File: src/inc/cfg_pkg.sv
// constants, reset values and types shared by the configuration space and watchdog
package cfg_pkg;
   // ==========================================================
   // host i/o port addresses
   localparam logic [15:0] INDEX_PORT_LO = 16'h002E;
   localparam logic [15:0] DATA_PORT_LO = 16'h002F;
   localparam logic [15:0] INDEX_PORT_HI = 16'h004E;
   localparam logic [15:0] DATA_PORT_HI = 16'h004F;
   // ==========================================================
   // lock sequence keys
   localparam logic [7:0] UNLOCK_KEY = 8'h87;
   localparam logic [7:0] LOCK_KEY = 8'hAA;
   // ==========================================================
   // configuration indices
   localparam logic [7:0] IDX_LDN = 8'h07;
   localparam logic [7:0] IDX_PIN_MUX = 8'h2A;
   localparam logic [7:0] IDX_ACTIVATE = 8'h30;
   localparam logic [7:0] IDX_DIR = 8'hF0;
   localparam logic [7:0] IDX_VALUE = 8'hF1;
   localparam logic [7:0] IDX_POL = 8'hF2;
   localparam logic [7:0] IDX_WDT_UNIT = 8'hF5;
   localparam logic [7:0] IDX_WDT_COUNT = 8'hF6;
   // ==========================================================
   // logical device numbers and fields
   localparam logic [7:0] LDN_GPIO = 8'h07;
   localparam logic [7:0] LDN_WDT = 8'h08;
   localparam int ACT_BIT = 0;
   localparam logic [7:0] UNIT_SECONDS = 8'h00;
   // ==========================================================
   // reset values
   localparam logic [7:0] DIR_RESET = 8'hFF;
   localparam logic [7:0] VALUE_RESET = 8'h00;
   localparam logic [7:0] POL_RESET = 8'h00;
   localparam logic [7:0] LDN_RESET = 8'h00;
   localparam logic [7:0] PIN_MUX_RESET = 8'h00;
   localparam logic [7:0] INDEX_RESET = 8'h00;
   localparam logic [7:0] WDT_UNIT_RESET = 8'h00;
   localparam logic [7:0] WDT_COUNT_RESET = 8'h00;
   localparam logic [7:0] IDLE_READ = 8'hFF;
   // ==========================================================
   // timing
   localparam int CLK_PERIOD_NS = 4;
   localparam int CLK_HZ = 250_000_000;
   localparam int WDT_SECOND_S = 1;
   localparam int SECOND_CYCLES = WDT_SECOND_S * CLK_HZ;
   localparam int MINUTE_SECONDS = 60;
   localparam int CPU_RESET_NS = 1000;
   localparam int RESET_PULSE_CYCLES = (CPU_RESET_NS + CLK_PERIOD_NS - 1) / CLK_PERIOD_NS;
   // ==========================================================
   // configuration lock sequence
   typedef enum logic [1:0] {LOCKED, KEY_ONCE, UNLOCKED} lock_state_t;
endpackage

File: src/core/config_space.sv
// indexed configuration space with general-purpose port and watchdog
//
// Summary of operation
// - direction bit one makes pin input, zero output; resets to all ones
// - output pins: value bit is written and read back; value resets zero
// - input pins: value bit read only, host writes to it are dropped
// - polarity bit one inverts pin value in and out; resets to zero
// - index port is write only, at 2Eh or 4Eh by strap
// - data port is read/write at 2Fh or 4Fh, reaches indexed register
// - two successive 87h index writes unlock configuration access
// - AAh to index port relocks; data accesses ignored until unlocked
// - index 0x07 picks logical device: 0x07 port, 0x08 watchdog
// - index 0x30 activates the selected device: 0x01 on, 0x00 off
// - watchdog index 0xF5 picks unit; 0x00 counts seconds
// - watchdog index F6h holds the timeout count in that unit
// - watchdog expiry resets the cpu or raises an interrupt
// - index 0x2A is pin function mux; host sets all eight bits 7..0
// - port device: direction F0h, value F1h, polarity F2h
`timescale 1ns/100ps
`default_nettype none
module config_space
#(
   parameter int PINS = 8,
   parameter int SECOND_CYCLES = cfg_pkg::SECOND_CYCLES,
   parameter int RESET_CYCLES = cfg_pkg::RESET_PULSE_CYCLES
)
(
   // clock and reset
   input wire logic mclk_in,
   input wire logic reset_in,
   // host i/o port access
   input wire logic [15:0] io_addr_in,
   input wire logic io_wr_in,
   input wire logic io_rd_in,
   input wire logic [7:0] io_wdata_in,
   output logic [7:0] io_rdata_out,
   output logic io_rvalid_out,
   // board strap: high places the ports at 4Eh/4Fh
   input wire logic port_strap_in,
   // general-purpose pins
   input wire logic [PINS-1:0] gpio_pin_in,
   output logic [PINS-1:0] gpio_pin_out,
   output logic [PINS-1:0] gpio_pin_oe_out,
   // watchdog
   input wire logic wdt_irq_mode_in,
   output logic cpu_reset_out,
   output logic wdt_irq_out,
   // status
   output logic config_unlocked_out
);
   typedef struct packed {
      cfg_pkg::lock_state_t lock;
      logic strap_done;
      logic strap_alt;
      logic [7:0] index;
      logic [7:0] ldn;
      logic [7:0] pin_mux;
      logic gpio_active;
      logic wdt_active;
      logic [PINS-1:0] dir;
      logic [PINS-1:0] value;
      logic [PINS-1:0] pol;
      logic [7:0] wdt_unit;
      logic [7:0] rdata;
      logic rvalid;
      logic [PINS-1:0] pin_out;
      logic [PINS-1:0] pin_oe;
      logic unlocked;
   } state_t;
   state_t s;
   state_t next_s;
   logic hit_index;
   logic hit_data;
   logic data_wr;
   logic data_rd;
   logic sel_gpio;
   logic sel_wdt;
   logic value_wr;
   logic wdt_load;
   logic [7:0] wdt_count;
   logic [PINS-1:0] bit_read;
   logic [PINS-1:0] bit_next_value;
   logic [PINS-1:0] bit_drive;
   logic [PINS-1:0] bit_oe;
   logic [7:0] read_mux;
   // ==========================================================
   // address decode
   always_comb
   begin
      hit_index = s.strap_alt ? (io_addr_in == cfg_pkg::INDEX_PORT_HI)
                              : (io_addr_in == cfg_pkg::INDEX_PORT_LO);
      hit_data = s.strap_alt ? (io_addr_in == cfg_pkg::DATA_PORT_HI)
                             : (io_addr_in == cfg_pkg::DATA_PORT_LO);
      // locked space swallows data accesses without side effects
      data_wr = hit_data && io_wr_in && (s.lock == cfg_pkg::UNLOCKED);
      data_rd = hit_data && io_rd_in && (s.lock == cfg_pkg::UNLOCKED);
      sel_gpio = (s.ldn == cfg_pkg::LDN_GPIO);
      sel_wdt = (s.ldn == cfg_pkg::LDN_WDT);
      value_wr = data_wr && sel_gpio && (s.index == cfg_pkg::IDX_VALUE);
      wdt_load = data_wr && sel_wdt && (s.index == cfg_pkg::IDX_WDT_COUNT);
   end
   // ==========================================================
   // per-pin logic
   genvar gi;
   generate
      for (gi = 0; gi < PINS; gi++)
      begin : g_pin
         gpio_bit u_bit
         (
            .dir_in(s.dir[gi]),
            .value_in(s.value[gi]),
            .pol_in(s.pol[gi]),
            .enable_in(s.gpio_active),
            .wr_in(value_wr),
            .wdata_in(io_wdata_in[gi]),
            .pin_in(gpio_pin_in[gi]),
            .read_out(bit_read[gi]),
            .next_value_out(bit_next_value[gi]),
            .drive_out(bit_drive[gi]),
            .oe_out(bit_oe[gi])
         );
      end
   endgenerate
   // ==========================================================
   // watchdog
   watchdog_timer
   #(
      .SECOND_CYCLES(SECOND_CYCLES),
      .RESET_CYCLES(RESET_CYCLES)
   )
   u_wdt
   (
      .mclk_in(mclk_in),
      .reset_in(reset_in),
      .active_in(s.wdt_active),
      .load_in(wdt_load),
      .load_count_in(io_wdata_in),
      .unit_in(s.wdt_unit),
      .irq_mode_in(wdt_irq_mode_in),
      .count_out(wdt_count),
      .cpu_reset_out(cpu_reset_out),
      .irq_out(wdt_irq_out)
   );
   // ==========================================================
   // read multiplexer
   always_comb
   begin
      read_mux = 8'h00;
      unique case (s.index)
         cfg_pkg::IDX_LDN: read_mux = s.ldn;
         cfg_pkg::IDX_PIN_MUX: read_mux = s.pin_mux;
         cfg_pkg::IDX_ACTIVATE:
         begin
            if (sel_gpio)
            begin
               read_mux[cfg_pkg::ACT_BIT] = s.gpio_active;
            end
            else if (sel_wdt)
            begin
               read_mux[cfg_pkg::ACT_BIT] = s.wdt_active;
            end
         end
         cfg_pkg::IDX_DIR: read_mux = sel_gpio ? 8'(s.dir) : 8'h00;
         cfg_pkg::IDX_VALUE: read_mux = sel_gpio ? 8'(bit_read) : 8'h00;
         cfg_pkg::IDX_POL: read_mux = sel_gpio ? 8'(s.pol) : 8'h00;
         cfg_pkg::IDX_WDT_UNIT: read_mux = sel_wdt ? s.wdt_unit : 8'h00;
         cfg_pkg::IDX_WDT_COUNT: read_mux = sel_wdt ? wdt_count : 8'h00;
         default: read_mux = 8'h00;
      endcase
   end
   // ==========================================================
   // next state
   always_comb
   begin
      next_s = s;
      // strap is sampled once, on the first edge after reset release
      if (!s.strap_done)
      begin
         next_s.strap_done = 1'b1;
         next_s.strap_alt = port_strap_in;
      end
      if (hit_index && io_wr_in)
      begin
         unique case (s.lock)
            cfg_pkg::LOCKED:
            begin
               if (io_wdata_in == cfg_pkg::UNLOCK_KEY)
               begin
                  next_s.lock = cfg_pkg::KEY_ONCE;
               end
            end
            cfg_pkg::KEY_ONCE:
            begin
               // any other value breaks the pair, so both keys must be adjacent
               next_s.lock = (io_wdata_in == cfg_pkg::UNLOCK_KEY) ? cfg_pkg::UNLOCKED
                                                                 : cfg_pkg::LOCKED;
            end
            cfg_pkg::UNLOCKED:
            begin
               if (io_wdata_in == cfg_pkg::LOCK_KEY)
               begin
                  next_s.lock = cfg_pkg::LOCKED;
               end
               else
               begin
                  next_s.index = io_wdata_in;
               end
            end
            default: next_s.lock = cfg_pkg::LOCKED;
         endcase
      end
      if (data_wr)
      begin
         unique case (s.index)
            cfg_pkg::IDX_LDN: next_s.ldn = io_wdata_in;
            cfg_pkg::IDX_PIN_MUX: next_s.pin_mux = io_wdata_in;
            cfg_pkg::IDX_ACTIVATE:
            begin
               if (sel_gpio)
               begin
                  next_s.gpio_active = io_wdata_in[cfg_pkg::ACT_BIT];
               end
               else if (sel_wdt)
               begin
                  next_s.wdt_active = io_wdata_in[cfg_pkg::ACT_BIT];
               end
            end
            cfg_pkg::IDX_DIR:
            begin
               if (sel_gpio)
               begin
                  next_s.dir = io_wdata_in[PINS-1:0];
               end
            end
            cfg_pkg::IDX_POL:
            begin
               if (sel_gpio)
               begin
                  next_s.pol = io_wdata_in[PINS-1:0];
               end
            end
            cfg_pkg::IDX_WDT_UNIT:
            begin
               if (sel_wdt)
               begin
                  next_s.wdt_unit = io_wdata_in;
               end
            end
            default:
            begin
            end
         endcase
      end
      next_s.value = bit_next_value;
      // pins follow the registers one cycle later to keep outputs on flops
      next_s.pin_out = bit_drive;
      next_s.pin_oe = bit_oe;
      // reads of the index port or of a locked space answer with all ones
      next_s.rvalid = (hit_index || hit_data) && io_rd_in;
      next_s.rdata = data_rd ? read_mux : cfg_pkg::IDLE_READ;
      next_s.unlocked = (next_s.lock == cfg_pkg::UNLOCKED);
   end
   // ==========================================================
   // state register
   always_ff @(posedge mclk_in or posedge reset_in)
   begin
      if (reset_in)
      begin
         s <= '{lock: cfg_pkg::LOCKED, strap_done: 1'b0, strap_alt: 1'b0,
                index: cfg_pkg::INDEX_RESET, ldn: cfg_pkg::LDN_RESET,
                pin_mux: cfg_pkg::PIN_MUX_RESET, gpio_active: 1'b0, wdt_active: 1'b0,
                dir: cfg_pkg::DIR_RESET[PINS-1:0], value: cfg_pkg::VALUE_RESET[PINS-1:0],
                pol: cfg_pkg::POL_RESET[PINS-1:0], wdt_unit: cfg_pkg::WDT_UNIT_RESET,
                rdata: 8'h00, rvalid: 1'b0, pin_out: '0, pin_oe: '0, unlocked: 1'b0};
      end
      else
      begin
         s <= next_s;
      end
   end
   // ==========================================================
   // outputs
   assign io_rdata_out = s.rdata;
   assign io_rvalid_out = s.rvalid;
   assign gpio_pin_out = s.pin_out;
   assign gpio_pin_oe_out = s.pin_oe;
   assign config_unlocked_out = s.unlocked;
endmodule
`default_nettype wire

File: src/core/gpio_bit.sv
// one general-purpose pin: direction, data and inversion handling
`timescale 1ns/100ps
`default_nettype none
module gpio_bit
(
   // configuration bits
   input wire logic dir_in,
   input wire logic value_in,
   input wire logic pol_in,
   input wire logic enable_in,
   // host write of the value register
   input wire logic wr_in,
   input wire logic wdata_in,
   // pin
   input wire logic pin_in,
   output logic read_out,
   output logic next_value_out,
   output logic drive_out,
   output logic oe_out
);
   // ==========================================================
   // read path and write masking
   always_comb
   begin
      read_out = dir_in ? (pin_in ^ pol_in) : value_in;
      next_value_out = (wr_in && !dir_in) ? wdata_in : value_in;
      drive_out = value_in ^ pol_in;
      oe_out = !dir_in && enable_in;
   end
endmodule
`default_nettype wire

File: src/core/watchdog_timer.sv
// watchdog counter with seconds or minutes unit and expiry action
`timescale 1ns/100ps
`default_nettype none
module watchdog_timer
#(
   parameter int SECOND_CYCLES = cfg_pkg::SECOND_CYCLES,
   parameter int RESET_CYCLES = cfg_pkg::RESET_PULSE_CYCLES
)
(
   // clock and reset
   input wire logic mclk_in,
   input wire logic reset_in,
   // control
   input wire logic active_in,
   input wire logic load_in,
   input wire logic [7:0] load_count_in,
   input wire logic [7:0] unit_in,
   input wire logic irq_mode_in,
   // status and action
   output logic [7:0] count_out,
   output logic cpu_reset_out,
   output logic irq_out
);
   localparam int PW = $clog2(SECOND_CYCLES + 1);
   localparam int RW = $clog2(RESET_CYCLES + 1);
   typedef struct packed {
      logic [PW-1:0] prescale;
      logic [5:0] minute;
      logic [7:0] count;
      logic [RW-1:0] rst_cnt;
      logic reset_pulse;
      logic irq;
   } wdt_state_t;
   wdt_state_t s;
   wdt_state_t next_s;
   logic sec_tick;
   logic unit_tick;
   // ==========================================================
   // counting
   always_comb
   begin
      next_s = s;
      sec_tick = (s.prescale == PW'(SECOND_CYCLES - 1));
      unit_tick = sec_tick && ((unit_in == cfg_pkg::UNIT_SECONDS)
                  || (s.minute == 6'(cfg_pkg::MINUTE_SECONDS - 1)));
      if (!active_in || s.count == 8'h00)
      begin
         next_s.prescale = '0;
         next_s.minute = '0;
      end
      else if (sec_tick)
      begin
         next_s.prescale = '0;
         next_s.minute = unit_tick ? 6'h00 : s.minute + 6'h01;
      end
      else
      begin
         next_s.prescale = s.prescale + PW'(1);
      end
      if (s.rst_cnt != '0)
      begin
         next_s.rst_cnt = s.rst_cnt - RW'(1);
      end
      if (!active_in)
      begin
         next_s.irq = 1'b0;
      end
      if (load_in)
      begin
         next_s.count = load_count_in;
         next_s.prescale = '0;
         next_s.minute = '0;
         next_s.irq = 1'b0;
      end
      else if (active_in && s.count != 8'h00 && unit_tick)
      begin
         next_s.count = s.count - 8'h01;
         if (s.count == 8'h01)
         begin
            if (irq_mode_in)
            begin
               next_s.irq = 1'b1;
            end
            else
            begin
               next_s.rst_cnt = RW'(RESET_CYCLES);
            end
         end
      end
      next_s.reset_pulse = (next_s.rst_cnt != '0);
   end
   // ==========================================================
   // state register
   always_ff @(posedge mclk_in or posedge reset_in)
   begin
      if (reset_in)
      begin
         s <= '{prescale: '0, minute: 6'h00, count: cfg_pkg::WDT_COUNT_RESET,
                rst_cnt: '0, reset_pulse: 1'b0, irq: 1'b0};
      end
      else
      begin
         s <= next_s;
      end
   end
   assign count_out = s.count;
   assign cpu_reset_out = s.reset_pulse;
   assign irq_out = s.irq;
endmodule
`default_nettype wire

File: config.mk
export PLATFORM = sky130hd
export DESIGN_NAME = config_space
export DESIGN_NICKNAME = d
export VERILOG_FILES = /design/src/inc/cfg_pkg.sv /design/src/core/config_space.sv /design/src/core/gpio_bit.sv /design/src/core/watchdog_timer.sv
export SDC_FILE = /design/constraint.sdc
export NUM_CORES = 1
export LEC_CHECK = 0
export ABC_AREA = 1
export BUFFER_PORTS_ARGS = -buffer_cell sky130_fd_sc_hd__buf_2
export CAP_MARGIN = 20
export CORE_ASPECT_RATIO = 0.7
export CORE_UTILIZATION = 38
export DETAILED_ROUTE_END_ITERATION = 6
export GPL_ROUTABILITY_DRIVEN = 0
export GPL_TIMING_DRIVEN = 0
export MAX_ROUTING_LAYER = met4
export SLEW_MARGIN = 10
export SYNTH_ARGS = -nofsm -noshare
export SYNTH_HDL_FRONTEND = slang
export SYNTH_HIERARCHICAL = 1
export SYNTH_SLANG_ARGS = --single-unit
File: constraint.sdc
create_clock -name mclk_in -period 4.05 [get_ports mclk_in]
set_clock_uncertainty 0.1 [all_clocks]
set_input_delay 0.2025 -clock mclk_in [delete_from_list [all_inputs] [get_ports mclk_in]]
set_output_delay 0.2025 -clock mclk_in [all_outputs]
set_load 0.03 [all_outputs]
# ---- After elaboration in Yosys (flattened, before gate mapping)
# Cells that the tools add are included.
dict set report word_totals {
  input_bits 38
  output_inout_bits 28
  register_bits 140
  elab_cells 172
}
dict set report classes {
  eq_ne 22
  add_sub_neg 4
  reduce_logical 57
  bitwise_logic 18
  muxes 41
}
# cell n
set op_table {}
lappend op_table {{8-bit 2-to-1 mux} 11}
lappend op_table {{34-bit 2-to-1 mux} 2}
lappend op_table {{8-bit equality test (second input constant)} 7}
lappend op_table {{7-bit case mux with 7 select lines} 1}
lappend op_table {{16-bit by 6-bit equality test with 1-bit output (second input constant)} 2}
lappend op_table {{16-bit by 7-bit equality test with 1-bit output (second input constant)} 2}
lappend op_table {{1-bit logical AND} 29}
lappend op_table {{28-bit by 1-bit adder with 28-bit output (second input constant)} 1}
lappend op_table {{28-bit equality test (second input constant)} 1}
lappend op_table {{28-bit 2-to-1 mux} 1}
lappend op_table {{8-bit nonzero test} 3}
lappend op_table {{1-bit 2-to-1 mux} 17}
lappend op_table {{8-bit by 3-bit equality test with 1-bit output (second input constant)} 2}
lappend op_table {{8-bit by 6-bit equality test with 1-bit output (second input constant)} 2}
lappend op_table {{8-bit zero test} 2}
lappend op_table {{16-bit 2-to-1 mux} 1}
lappend op_table {{8-bit by 1-bit subtractor with 8-bit output (second input constant)} 2}
lappend op_table {{1-bit bitwise XOR} 16}
lappend op_table {{3-bit AND reduction} 5}
lappend op_table {{6-bit 2-to-1 mux} 2}
lappend op_table {{1-bit zero test} 9}
lappend op_table {{8-bit by 1-bit equality test with 1-bit output (second input constant)} 1}
lappend op_table {{8-bit by 4-bit equality test with 1-bit output (second input constant)} 1}
lappend op_table {{2-bit 2-to-1 mux} 4}
lappend op_table {{13 further kinds} 18}

# ---- Logic depth before layout (Yosys ltp)
dict set report logic_depth {
  ltp_word 8
  mapped_depth 17
  ltp_nobuf 15
}

# ---- By module
# Netlist, hierarchy kept.
# module cells_each area_per_inst_um2 n_inst seq_area_each_um2
set modules_own_cells {}
lappend modules_own_cells {config_space 497 4257.8 1 2212.1}
lappend modules_own_cells {watchdog_timer 471 3388.2 1 1301.2}
lappend modules_own_cells {gpio_bit 15 63.8 8 0.0}

# ---- Least setup slack after synthesis
# Ideal clock, no wire load.
dict set report synth_path {
  path_type {reg-to-reg}
  from {reg, netlist name s[84]}
  to {reg u_wdt/s[42] (netlist name)}
  t_arrival_ps 2294
  synth_period_minus_slack_ps 2515
  n_path_buf 2
  path_slack_ps 1535
  stages_incl_launch_ff 17
  required_ps 3829
  setup_time_ps 121
  cell_sequence {dfrtp_1 -> inv_2 -> nand3_1 -> nand2_1 -> nand2_1 -> nor2_4 -> nand2_4 -> buf_6 -> nor3_1 -> clkinv_1 -> nand2_4 -> inv_4 -> nand2_4 -> inv_2 -> buf_6 -> o21ai_1 -> nor2_1}
}
# element line_no
set synth_rtl {}
lappend synth_rtl {{end signal, assigned} watchdog_timer.sv:98} ;# s <= '{prescale: '0, minute: 6'h00, count: cfg_pkg::WDT_COUNT_RESET,
lappend synth_rtl {{end signal, assigned} watchdog_timer.sv:103} ;# s <= next_s;
lappend synth_rtl {{end, declared} watchdog_timer.sv:34} ;# wdt_state_t s;

==> results.md <==
- Wl on met1: 11.0 mm
- Largest net degree at the start of global routing: 58
- Net Sw Frac: 23.2%
- Mapped cell area: 8160 µm²
- Post-synthesis net count: 1133
- Worst slew pin tran: 967 ps
- Layout cells sized above 1: 18.6%
- Slew margin rel.: 35.3%
- Minimum clock period: 3060 ps
- Reg2Reg Depth: 13
- Internal: 2.36 mW
- Antenna Nets Post-Route: 0
- Top post-synthesis cells by area: dfrtp_1 40%, nand2_1 13%, nand3_1 6.9%, inv_1 6.5%, nor2_1 5.6%
- Switch Pwr: 0.714 mW
- PortBufs: 65
- Met2 wire length: 7.98 mm
- Routed length on met3: 1.51 mm
- Final Max Slew Viols: 0
- Post-cts resize count: 0
- Total power: 3.07 mW
- Detail Placement HPWL: 15.3 mm
- CTS tree: yes
- RR Startpoint: s[74]
- Combinational power share: 3.2%
- Final WL: 20.8 mm
- WP data arrival: 3270 ps
- Seq/Total Area, Yosys: 43.1%
- Area grow syn2layout: 16.9%
- Worst Setup Start Kind: flip-flop
- Max VDD drop: 0.301 mV
- Clock share of power: 51.2%
- Yosys top cell by area: dfrtp_1
- Syn_area_per_cell: 7.50 µm²
- Hold path cells: 3
- FF-to-FF End: u_wdt/s[20]
- Clk pin slew, worst setup/hold paths: 60 ps
- Worst hold start: io_wdata_in[1]
- GR Util All Layers: 20.7%
- Die Height: 125 µm
- Max Cap Viol: 0
- PwrDens: 322 nW/µm²
- CTS Buf Count: 17
- Most frequent cells after synthesis: 292 x nand2_1, 142 x inv_1, 132 x dfrtp_1
- Top Family by Delay on Critical Path: simple AND/OR/NAND/NOR gates
- CTS Buffer Depth: 2
- EDFF count, synth: 0
- RSZ-0062 raised after global routing: no
- CP max stage delay: 420 ps
- Seq. cell area: 3510 µm²
- Status: finished, final reports clean
- Cells along the critical path: nor2_1 -> nand2_1 -> nor2_1 -> inv_1 -> nor3_1 -> clkinv_1 -> nand2_4 -> inv_4 -> nand2_4 -> buf_6 -> nand3_1 -> nand2_1 -> nor2_1
- Starting Density: 39.1%
- Total gr overflow: 0
- CP max stage cell: nor2_1
- CP required: 4260 ps
- Top Layer Used: met4
- Sink Count: 140
- Vias in the first global route: 6540
- Period Utilization, post-route: 75.5%
- Top-level I/O count: 66
- First-pass GRT wire length: 34.5 mm
- Via count: 7171
- Hold EP: s[61]
- Area of the multi-input gates: 3730 µm²
- Vias per cell: 4.88
- Fillers: 2047
- Hold Slack: 21.2 ps
- Reg2Reg Setup Slack: 990 ps
- Hold Crit Class: in2reg
- Sequential share of power: 45.6%
- YS warnings: 6
- Final Hold Violating Endpoints: 0
- Clk_lat worst skew: 430 ps
- Distinct cells, synth: 39
- Residual DRC: 0
- Ant diodes: 0
- Total negative slack: 0 ps
- Number of cells produced by synthesis: 1088
- # nets final: 1226
- Clk root buf: clkbuf_16
- Overall die area: 22100 µm²
- Predominant post-synthesis flop cell: dfrtp_1
- Fmax: 327 MHz
- Final setup violation count: 0
- Crit. End Element: flip-flop
- H-tree depth: 4
- DRT iter0 DRCs: 766
- Row Count: 44
- Ys async rst share: 100%
- Die W: 177 µm
- Most frequent cell after synthesis: nand2_1
- Worst-path fanout max: 10
- #FFs+latches synth: 140
- Average wire per standard cell: 14.2 µm
- Area fraction of the dominant cell type after synthesis: 40.5%
- Fin util: 45.7%
- CP Buf/Inv Count: 4
- Placeable Area: 20900 µm²
- Initial antenna violation count: 0
- Most frequent CP cell: nor2_1
- Pre-antenna DRT Iters: 5
- Static leakage: 4.59 nW
- CP Class: reg2reg
==> cell type report <==
cell class	count	share of cell area (%)
clock buffer	20	4.68
multi-input combinational	748	39.1
tap	276	3.62
sequential	140	36.8
inverter	153	6.07
timing repair buffer	74	4.61
clock inverter	12	1.44
buffer	47	3.61
==> power groups by stage <==
stage	logic, mW	clock network [mW]	registers [mW]
floorplan	0.0399	0	1.43
global placement	0.0891	0	1.43
detailed placement	0.0967	0	1.43
CTS	0.0999	1.61	1.40
global route	0.110	1.67	1.40
finish	0.0973	1.57	1.40
==> layout by cell type (no fill, tap or decap), types with 4 or more instances in the layout <==
| cell | instances |
|---|---|
| a21oi_1 | 20 |
| buf_2 | 74 |
| buf_4 | 32 |
| buf_6 | 6 |
| clkbuf_1 | 4 |
| clkbuf_16 | 17 |
| dfrtp_1 | 132 |
| dfstp_2 | 8 |
| dlygate4sd3_1 | 5 |
| ha_1 | 7 |
| inv_1 | 140 |
| inv_2 | 9 |
| inv_6 | 4 |
| nand2_1 | 292 |
| nand2_2 | 12 |
| nand2_4 | 4 |
| nand3_1 | 112 |
| nand4_1 | 29 |
| nand4_4 | 4 |
| nor2_1 | 121 |
| nor2_2 | 6 |
| nor2_4 | 9 |
| nor3_1 | 21 |
| nor3_2 | 6 |
| o21ai_0 | 39 |
| o21ai_1 | 18 |
| o21ai_2 | 10 |
| xnor2_1 | 6 |
| xor2_1 | 17 |
==> registers in the layout, indices dropped and copies added, names as in the netlist <==
signal	cells
s	62
u_wdt/s	42
gpio_pin_oe_out	8
config_unlocked_out	1
u_wdt/cpu_reset_out	1
u_wdt/count_out	8
gpio_pin_out	8
io_rdata_out	8
u_wdt/irq_out	1
io_rvalid_out	1
==> worst max-delay path by stage <==
stage | start | depth (start not counted) | end | slack, ps
2_1_floorplan | reset_in | 1 | config_unlocked_out | 1480
3_3_place_gp | reset_in | 2 | s[85] | 260
3_5_place_dp | s[74] | 13 | u_wdt/s[42] | 1070
4_1_cts | s[74] | 13 | u_wdt/s[42] | 1040
5_1_grt | s[74] | 14 | u_wdt/s[21] | 740
6_report | s[74] | 13 | u_wdt/s[20] | 990
==> layer usage <==
layer,global-route usage [%],vias to the layer above
met5,-,-
met3,4.82,25
li1,-,3616
met4,5.38,0
met1,32.8,3333
met2,25.3,197
==> cell families after synthesis <==
logic type,after synthesis,synth area share (%)
simple gates,627,36.0
fa+ha+maj,7,1.07
compound gates,90,6.06
buf+inv,200,11.3
other cells,1,0.0460
xor+xnor,23,2.47
flops,140,43.1
==> worst min-delay path, stage by stage <==
cell	delay, ps
buf_2	180
nand2_1	90
nand2_1	40
==> timing repair <==
item / 4_1_cts / 5_1_grt
buffers inserted: 0 / 0
hold endpoints to repair: 52 / 0
hold buffers: 5 / 0
==> per-stage QoR <==
stage | instance area [µm²] | setup slack [ps] | cells
final | 9540 | 994 | 1470
after global routing | 9540 | 740 | 1470
after detailed placement | 8900 | 1070 | 1433
after global placement | 8830 | 264 | 1429
after CTS | 9540 | 1040 | 1470
after floorplan | 8160 | 1480 | 1088
(Power assumes the default switching activity.)
